`src/pbm_pkg.sv`:
```
// shared constants and types for the port b upper-line function mux
package pbm_pkg;

  // number of muxed lines; index 0 is port_b_line_26, index 5 is port_b_line_31
  localparam int PB_LINES = 6;
  localparam int LN26 = 0;
  localparam int LN27 = 1;
  localparam int LN28 = 2;
  localparam int LN29 = 3;
  localparam int LN30 = 4;
  localparam int LN31 = 5;

  // width of one line's function select field
  localparam int SEL_W = 2;

  // pin state from reset: nothing driven, output data low
  localparam logic [PB_LINES-1:0] PIN_OUT_RST = 6'h00;
  localparam logic [PB_LINES-1:0] PIN_OE_N_RST = 6'h3f;

  // idle level of active-low modem lines (rts, cts)
  localparam logic MODEM_IDLE = 1'b1;

  // function selected on one line
  typedef enum logic [1:0] {
    FN_GPIO = 2'h0,
    FN_FCC = 2'h1,
    FN_SCC = 2'h2,
    FN_TDM = 2'h3
  } pbm_fn_e;

  // send-request handshake of the fast controller
  typedef enum logic [1:0] {
    RTS_IDLE = 2'h0,
    RTS_REQ = 2'h1,
    RTS_GRANT = 2'h2
  } pbm_rts_e;

  // fast controller mii transmit side
  typedef struct packed {
    logic tx_er;
    logic tx_en;
  } pbm_fcc_tx_s;

  // fast controller mii receive side
  typedef struct packed {
    logic rx_dv;
    logic rx_er;
    logic col;
    logic crs;
  } pbm_fcc_rx_s;

  // tdm channel b two receive side
  typedef struct packed {
    logic rxd;
    logic rsync;
    logic tsync;
  } pbm_tdm_rx_s;

endpackage : pbm_pkg

```
`src/pbm_port_b_upper_mux.sv`:
```
// pin function mux for port b lines 31 down to 26
`timescale 1ns/10ps
`default_nettype none

module pbm_port_b_upper_mux
  import pbm_pkg::*;
(
  input wire logic clk_i,
  input wire logic rst_i,
  // per-line function select, two bits per line, line 26 in the low bits
  input wire logic [SEL_W*PB_LINES-1:0] line_sel_i,
  // fast controller: 1 selects mii, 0 selects hdlc serial, nibble or transparent
  input wire logic fcc_mii_mode_i,
  // serial controller two: 1 selects ethernet mode
  input wire logic scc_eth_mode_i,
  // pins, split into input, output and active-low output enable
  input wire logic [PB_LINES-1:0] pin_in_i,
  output logic [PB_LINES-1:0] pin_out_o,
  output logic [PB_LINES-1:0] pin_oe_n_o,
  // clear-to-send pin of the fast controller, active low, asynchronous
  input wire logic fcc_cts_n_pin_i,
  // general-purpose side
  input wire logic [PB_LINES-1:0] gpio_out_i,
  input wire logic [PB_LINES-1:0] gpio_dir_i,
  output logic [PB_LINES-1:0] gpio_in_o,
  // fast controller side
  input wire pbm_fcc_tx_s fcc_tx_i,
  input wire logic fcc_rts_req_i,
  output pbm_fcc_rx_s fcc_rx_o,
  output logic fcc_broken_hdr_o,
  output logic fcc_rts_granted_o,
  // serial controller two side
  input wire logic scc_txd_i,
  input wire logic scc_rts_req_i,
  input wire logic scc_eth_tx_en_i,
  output logic scc_rxd_o,
  // serial interface two side
  input wire logic tdm_b2_txd_i,
  input wire logic tdm_c2_txd_i,
  output pbm_tdm_rx_s tdm_b2_rx_o
);

  // two-stage synchronisers for every pin input and for cts
  logic [PB_LINES-1:0] pin_meta_q;
  logic [PB_LINES-1:0] pin_sync_q;
  logic cts_meta_q;
  logic cts_sync_q;

  // registered pin drive
  logic [PB_LINES-1:0] pin_out_q;
  logic [PB_LINES-1:0] pin_oe_n_q;

  // registered peripheral-side inputs
  pbm_fcc_rx_s fcc_rx_q;
  pbm_tdm_rx_s tdm_rx_q;
  logic scc_rxd_q;
  logic [PB_LINES-1:0] gpio_in_q;
  logic broken_hdr_q;

  // send-request handshake state
  pbm_rts_e rts_q;
  pbm_rts_e rts_d;

  // decoded selects
  pbm_fn_e sel_w [PB_LINES];
  logic [PB_LINES-1:0] is_gpio_w;
  logic [PB_LINES-1:0] is_fcc_w;
  logic [PB_LINES-1:0] is_scc_w;
  logic [PB_LINES-1:0] is_tdm_w;

  // per-line next drive value and drive enable (1 = drive)
  logic [PB_LINES-1:0] dout_w;
  logic [PB_LINES-1:0] drv_w;

  // next peripheral-side inputs
  pbm_fcc_rx_s fcc_rx_w;
  pbm_tdm_rx_s tdm_rx_w;
  logic scc_rxd_w;
  logic [PB_LINES-1:0] gpio_in_w;
  logic broken_hdr_w;

  // line 28 modes of the fast and serial controllers
  logic fcc_rts_mode_w;
  logic fcc_rts_n_w;
  logic scc_line28_w;

  // one select decoder per line
  genvar k;
  generate
    for (k = 0; k < PB_LINES; k++) begin : g_sel
      assign sel_w[k] = pbm_fn_e'(line_sel_i[SEL_W*k +: SEL_W]);
      assign is_gpio_w[k] = (sel_w[k] == FN_GPIO);
      assign is_fcc_w[k] = (sel_w[k] == FN_FCC);
      assign is_scc_w[k] = (sel_w[k] == FN_SCC);
      assign is_tdm_w[k] = (sel_w[k] == FN_TDM);
      // general-purpose input reads the line only while it owns it
      // (a line lent to a peripheral reads 0, so its traffic never leaks here)
      assign gpio_in_w[k] = is_gpio_w[k] & pin_sync_q[k];
    end
  endgenerate

  // line 28 ownership inside the fast controller depends on its protocol
  assign fcc_rts_mode_w = is_fcc_w[LN28] & ~fcc_mii_mode_i;
  // rts unaligned: follows the handshake state, no bit-clock gating
  assign fcc_rts_n_w = (rts_q == RTS_IDLE);
  // scc rts low, transmit enable in ethernet mode
  // the serial controller has no cts handshake here, so its rts simply mirrors
  // the request; a partner that needs a grant must be watched by that controller
  assign scc_line28_w = scc_eth_mode_i ? scc_eth_tx_en_i : ~scc_rts_req_i;

  // line 31 drive
  // a fast controller selected here outside mii mode has no output on this
  // line, so the pin is left floating rather than driven with stale data
  // mii tx error, b2 transmit data, scc input leaves it undriven
  assign drv_w[LN31] = is_gpio_w[LN31] ? gpio_dir_i[LN31] :
                       ((is_fcc_w[LN31] & fcc_mii_mode_i) | is_tdm_w[LN31]);
  assign dout_w[LN31] = is_gpio_w[LN31] ? gpio_out_i[LN31] :
                        is_fcc_w[LN31] ? fcc_tx_i.tx_er :
                        is_tdm_w[LN31] ? tdm_b2_txd_i : 1'b0;

  // line 30 drive
  // only the serial controller transmits here; the other two owners listen
  // scc transmit data; rx_dv and b2 receive data are inputs
  assign drv_w[LN30] = is_gpio_w[LN30] ? gpio_dir_i[LN30] : is_scc_w[LN30];
  assign dout_w[LN30] = is_gpio_w[LN30] ? gpio_out_i[LN30] :
                        is_scc_w[LN30] ? scc_txd_i : 1'b0;

  // line 29 drive
  // tx enable in mii mode; b2 receive sync is an input
  assign drv_w[LN29] = is_gpio_w[LN29] ? gpio_dir_i[LN29] :
                       (is_fcc_w[LN29] & fcc_mii_mode_i);
  assign dout_w[LN29] = is_gpio_w[LN29] ? gpio_out_i[LN29] :
                        is_fcc_w[LN29] ? fcc_tx_i.tx_en : 1'b0;

  // line 28 drive: fcc rts outside mii, scc rts or transmit enable, else input
  // line 28 has the most owners of the six; the select alone decides which one
  // drives, so a mode change never puts two drivers on the pin
  // fcc rts low
  assign drv_w[LN28] = is_gpio_w[LN28] ? gpio_dir_i[LN28] :
                       (fcc_rts_mode_w | is_scc_w[LN28]);
  assign dout_w[LN28] = is_gpio_w[LN28] ? gpio_out_i[LN28] :
                        fcc_rts_mode_w ? fcc_rts_n_w :
                        is_scc_w[LN28] ? scc_line28_w : 1'b0;

  // line 27 drive
  // c2 transmit data; collision is an input
  assign drv_w[LN27] = is_gpio_w[LN27] ? gpio_dir_i[LN27] : is_tdm_w[LN27];
  assign dout_w[LN27] = is_gpio_w[LN27] ? gpio_out_i[LN27] :
                        is_tdm_w[LN27] ? tdm_c2_txd_i : 1'b0;

  // line 26 drive: only the general-purpose function ever drives it
  // carrier sense is its only peripheral use, and that is an input
  assign drv_w[LN26] = is_gpio_w[LN26] & gpio_dir_i[LN26];
  assign dout_w[LN26] = is_gpio_w[LN26] & gpio_out_i[LN26];

  // fast controller receive side, gated so an unowned line reads inactive
  // gating also hides the pins while the controller runs hdlc, where these
  // lines mean something else and would fake a collision or a carrier
  // rx data valid
  assign fcc_rx_w.rx_dv = is_fcc_w[LN30] & fcc_mii_mode_i & pin_sync_q[LN30];
  // rx error only in mii mode
  assign fcc_rx_w.rx_er = is_fcc_w[LN28] & fcc_mii_mode_i & pin_sync_q[LN28];
  assign fcc_rx_w.col = is_fcc_w[LN27] & fcc_mii_mode_i & pin_sync_q[LN27];
  assign fcc_rx_w.crs = is_fcc_w[LN26] & fcc_mii_mode_i & pin_sync_q[LN26];

  // broken header: carrier present while data is not valid
  // built from the gated bits so it can only rise in mii mode; it carries the
  // same three-cycle latency as the receive bits it is made from
  assign broken_hdr_w = fcc_rx_w.crs & ~fcc_rx_w.rx_dv;

  assign scc_rxd_w = is_scc_w[LN31] & pin_sync_q[LN31];

  assign tdm_rx_w.rxd = is_tdm_w[LN30] & pin_sync_q[LN30];
  // the sync inputs are only passed on here; framing belongs to the channel,
  // and a sync pulse shorter than one clock period can be missed
  // b2 receive sync
  assign tdm_rx_w.rsync = is_tdm_w[LN29] & pin_sync_q[LN29];
  assign tdm_rx_w.tsync = is_tdm_w[LN28] & pin_sync_q[LN28];

  // send-request handshake: a request is only granted once cts reads low
  // the grant follows the synchronised cts, so it lags the pin by three edges;
  // dropping the request or leaving hdlc mode returns to idle at the next edge
  always_comb begin
    rts_d = rts_q;
    case (rts_q)
      RTS_IDLE: begin
        if (fcc_rts_req_i && fcc_rts_mode_w) begin
          rts_d = RTS_REQ;
        end
      end
      RTS_REQ: begin
        if (!fcc_rts_req_i || !fcc_rts_mode_w) begin
          rts_d = RTS_IDLE;
        end else if (cts_sync_q != MODEM_IDLE) begin
          rts_d = RTS_GRANT;
        end
      end
      // cts going back high withdraws the grant but keeps the request
      RTS_GRANT: begin
        if (!fcc_rts_req_i || !fcc_rts_mode_w) begin
          rts_d = RTS_IDLE;
        end else if (cts_sync_q == MODEM_IDLE) begin
          rts_d = RTS_REQ;
        end
      end
      default: begin
        rts_d = RTS_IDLE;
      end
    endcase
  end

  // input synchronisers; first stage feeds only the second
  // pins and cts arrive from outside the clock domain; two flops trade two
  // cycles of latency for a settled level before any decode sees it
  always_ff @(posedge clk_i) begin
    if (rst_i) begin
      pin_meta_q <= '0;
      pin_sync_q <= '0;
      cts_meta_q <= MODEM_IDLE;
      cts_sync_q <= MODEM_IDLE;
    end else begin
      pin_meta_q <= pin_in_i;
      pin_sync_q <= pin_meta_q;
      cts_meta_q <= fcc_cts_n_pin_i;
      cts_sync_q <= cts_meta_q;
    end
  end

  // one owner per line: registered drive, released pins stay undriven
  // registering the drive keeps a select change from glitching a pin, at the
  // price of one cycle before the new owner appears on it
  always_ff @(posedge clk_i) begin
    if (rst_i) begin
      pin_out_q <= PIN_OUT_RST;
      pin_oe_n_q <= PIN_OE_N_RST;
    end else begin
      pin_out_q <= dout_w;
      pin_oe_n_q <= ~drv_w;
    end
  end

  // registered peripheral-side inputs and handshake state
  always_ff @(posedge clk_i) begin
    if (rst_i) begin
      fcc_rx_q <= '0;
      tdm_rx_q <= '0;
      scc_rxd_q <= 1'b0;
      gpio_in_q <= '0;
      broken_hdr_q <= 1'b0;
      rts_q <= RTS_IDLE;
    end else begin
      fcc_rx_q <= fcc_rx_w;
      tdm_rx_q <= tdm_rx_w;
      scc_rxd_q <= scc_rxd_w;
      gpio_in_q <= gpio_in_w;
      broken_hdr_q <= broken_hdr_w;
      rts_q <= rts_d;
    end
  end

  // outputs
  // every data output comes straight from a flop; only the grant flag is
  // decoded, and it decodes a single state register so it cannot glitch
  assign pin_out_o = pin_out_q;
  assign pin_oe_n_o = pin_oe_n_q;
  assign fcc_rx_o = fcc_rx_q;
  assign fcc_broken_hdr_o = broken_hdr_q;
  assign fcc_rts_granted_o = (rts_q == RTS_GRANT);
  assign scc_rxd_o = scc_rxd_q;
  assign tdm_b2_rx_o = tdm_rx_q;
  assign gpio_in_o = gpio_in_q;

endmodule : pbm_port_b_upper_mux

`default_nettype wire

```
`config.mk`:
```
export PLATFORM = sky130hd
export DESIGN_NAME = pbm_port_b_upper_mux
export DESIGN_NICKNAME = d
export VERILOG_FILES = /design/src/pbm_pkg.sv /design/src/pbm_port_b_upper_mux.sv
export SDC_FILE = /design/constraint.sdc
export NUM_CORES = 1
export LEC_CHECK = 0
export ABC_AREA = 0
export BUFFER_PORTS_ARGS = -buffer_cell sky130_fd_sc_hd__buf_4
export CELL_PAD_IN_SITES_DETAIL_PLACEMENT = 0
export CELL_PAD_IN_SITES_GLOBAL_PLACEMENT = 1
export CORE_MARGIN = 2
export CORE_UTILIZATION = 29
export DETAILED_ROUTE_END_ITERATION = 8
export PLACE_DENSITY = 0.78
export SYNTH_ARGS = -nofsm -noshare
export SYNTH_HDL_FRONTEND = slang
export SYNTH_SLANG_ARGS = --single-unit
```
`constraint.sdc`:
```
create_clock -name clk_i -period 1.21 [get_ports clk_i]
set_clock_uncertainty 0.05 [all_clocks]
set_input_delay 0.242 -clock clk_i [delete_from_list [all_inputs] [get_ports clk_i]]
set_output_delay 0.242 -clock clk_i [all_outputs]
set_load 0.03 [all_outputs]
```
==> results.sh <==
export IMPL_cap_viol_max_count=0
export IMPL_ys_types=32
export IMPL_synth_area_leaders="dfxtp_1 63%, nor2b_1 6.4%, mux2i_1 2.9%, nor3_1 2.9%, nor2_1 2.7%"
export IMPL_final_hold_violation_count=0
export IMPL_cts_root_buf="clkbuf_8"
export IMPL_ys_seq_area_share_pct=62.60
export IMPL_synth_xor_area_share_pct=0.6369
export IMPL_synth_compound_area_share_pct=4.914
export IMPL_gr_total_overflow=0
export IMPL_pwr_share_comb_pct=12.0
export IMPL_cts_max_level=2
export IMPL_synth_top_cell_area_share_pct=62.60
export IMPL_die_area_um2=5309
export IMPL_fin_cells=266
export IMPL_clock_sinks=43
export IMPL_synthAdderAreaFrac_pct=0.7279
export IMPL_hp_class="primary input to flip-flop"
export IMPL_worstMarginPinSlew_ns=0.2741
export IMPL_yosys_warnings=0
export IMPL_io_pins=71
export IMPL_ff2ff_path_depth=4
export IMPL_p_int_mw=2.162
export IMPL_synth_top_area_cell="dfxtp_1"
export IMPL_grt_first_pass_wirelength_um=4692
export IMPL_setup_viol=0
export IMPL_dr_first_iter_drc_count=37
export IMPL_crit_buf_inv=1
export IMPL_p_sw_uw=617.3
export IMPL_cts_hold_buf=0
export IMPL_grt_max_degree=13
export IMPL_p_leak_nw=0.9736
export IMPL_period_minus_slack_ns=1.204
export IMPL_start_kind="flip-flop"
export IMPL_synth_fp_nets=171
export IMPL_grt_pass1_vias=1101
export IMPL_drtAntennaViolNets=0
export IMPL_clockBufferDepth=2
export IMPL_post_drt_via_cell_ratio=4.297
export IMPL_end_kind="output port"
export IMPL_outcome="finished, final reports clean"
export IMPL_vdd_ir_drop_worst_v=0.0005138
export IMPL_gp_congestion=0.7867
export IMPL_p_clk_share_pct=35.0
export IMPL_max_slew_margin_pct=81.59
export IMPL_synth_top_family_by_area="simple AND/OR/NAND/NOR gates"
export IMPL_cp_required_ns=0.92
export IMPL_clk_latency_ns=0.28
export IMPL_hold_path_cell_count=2
export IMPL_rsz0062_at_grt="true"
export IMPL_netlist_area_um2=1375
export IMPL_die_width_um=72.86
export IMPL_hpwl_um=2290
export IMPL_synthMuxAreaShare_pct=2.912
export IMPL_path_cells="nor2b_1 > buf_4"
export IMPL_placed_area_um2=2013
export IMPL_die_h_um=72.86
export IMPL_nNetsFinal=254
export IMPL_netSwitchingFraction_pct=22.21
export IMPL_cts_tree="done"
export IMPL_synthSimpleGateAreaFrac_pct=26.30
export IMPL_crit_family="flip-flops"
export IMPL_clk_pin_slew_ns=0.07
export IMPL_wl_per_cell_um=11.33
export IMPL_cpPeakStageDelay_ns=0.36
export IMPL_path_class="flip-flop to output port"
export IMPL_row_count=25
export IMPL_avgSynthCellArea_um2=10.74
export IMPL_cpMaxStageDelayCell="dfxtp_4"
export IMPL_maxSlewViolCount=0
export IMPL_pwr_share_seq_pct=53.0
export IMPL_clock_fmax_mhz=830.3
export IMPL_drt_wl_total_um=3013
export IMPL_synthCells=128
export IMPL_synth_seq_cells=43
export IMPL_drc=0
export IMPL_core_area_um2=4661
export IMPL_cts_buffers=5
export IMPL_vias=1143
export IMPL_portBuffers=70
export IMPL_worst_path_max_fanout=3
export IMPL_power_density_nw_per_um2=1294
export IMPL_drive_above_1_share_pct=43.40
export IMPL_cp_depth=2
export IMPL_dp_cells=256
export IMPL_dr_pass1_iters=4
export IMPL_start_util_pct=29.50
export IMPL_grt_total_usage_pct=11.70
export IMPL_timing_final_crit_share_pct=99.53
export IMPL_syn2layout_area_growth_pct=56.23
export IMPL_arrival_ns=0.91
export IMPL_antenna_cells=0
export IMPL_final_area_um2=2148
export IMPL_antenna_found_initial=0
## layout by cell type, fill, tap and decap left out, drive strengths merged, types with 3 or more instances in the layout
master	instances
buf	80
dfxtp	43
nor2b	14
nor2	10
nor3	9
nand2	8
clkbuf	8
mux2i	4
nor4b	4
nand2b	3
inv	3
## per-layer routing
layer	vias to the layer above	part of all wire, %	GRT usage, %
met4	0	0.70	4.938
met1	496	45	14.11
met2	50	46	18.59
met3	2	8.2	4.558
li1	595	-	-
met5	-	0	0
## final cells by class
cell class | count | area, um2
multi-input cells | 78 | 503.0
repair buffers | 80 | 600.6
flip-flops and latches | 43 | 865.8
clock buffers | 8 | 100.1
fillers | 449 | 2512
well taps | 54 | 67.56
inverters | 3 | 11.26
## cells by family after synthesis
group           count (synthesis)
fa+ha+maj                       1
simple gates                   62
buf+inv                         7
flops                          43
xor+xnor                        1
compound gates                 10
mux                             4
## Yosys cell counts
cell / n
a211o_1: 1
nor3_2: 1
nor3b_1: 1
o21a_1: 1
nor4b_1: 4
o22ai_1: 1
clkbuf_1: 3
nand2_1: 8
o21ai_1: 2
maj3_1: 1
nor4_1: 2
or3_1: 1
or2_1: 2
a211oi_1: 1
nor2b_1: 14
or4b_4: 1
a21boi_1: 1
nand2b_1: 3
buf_1: 1
inv_1: 3
a21o_1: 2
and4b_1: 1
nor4bb_1: 1
xnor2_1: 1
nand3b_1: 1
dfxtp_1: 43
a21oi_1: 1
nor2_1: 10
and2_1: 2
mux2i_1: 4
nand3_1: 2
nor3_1: 8
## power by group through the flow
stage / clock network (mW) / registers [mW] / logic (mW)
final: 0.973 / 1.47 / 0.334
after global routing: 1.08 / 1.48 / 0.361
after CTS: 1.02 / 1.47 / 0.333
after detailed placement: 0 / 1.51 / 0.332
after global placement: 0 / 1.51 / 0.332
after floorplan: 0 / 1.56 / 0.0839
## state kept, by name, indices dropped and copies added, names as in the netlist
| register | count |
|---|---|
| gpio_in_o | 6 |
| pin_meta_q | 6 |
| pin_oe_n_o | 6 |
| pin_out_o | 6 |
| pin_sync_q | 6 |
| fcc_rx_o | 4 |
| tdm_b2_rx_o | 3 |
| rts_q | 2 |
| cts_meta_q | 1 |
| cts_sync_q | 1 |
| fcc_broken_hdr_o | 1 |
| scc_rxd_o | 1 |
## stage by stage
step	hold slack, ns	setup slack [ns]	TNS, ns	power, mW	util [%]
3_3_place_gp	0.3385	-0.05166	-0.05211	1.839	43.19
3_5_place_dp	0.3429	-0.07135	-0.08588	1.840	43.19
2_1_floorplan	0.2539	0.03636	0	1.641	-
5_1_grt	0.03936	-0.03824	-0.03824	2.914	46.09
4_1_cts	0.04633	0.004756	0	2.823	45.56
6_report	0.05641	0.005631	0	2.779	46.09
## timing repair
action,in CTS,in global routing
setup endpoints to repair,1,2
gates cloned,0,0
gates resized for setup,2,3
pin swaps,0,1
buffers inserted,1,1
## worst paths after layout
kind | startpoint | endpoint | slack, ns
worst max-delay path | rts_q[0] | fcc_rts_granted_o | 0.006
worst max register to register | rts_q[1] | pin_out_o[2] | 0.12
worst min-delay path | gpio_dir_i[0] | pin_oe_n_o[0] | 0.06
worst min register to register | cts_meta_q | cts_sync_q | 0.36
Power figures use the tool's default switching activity.
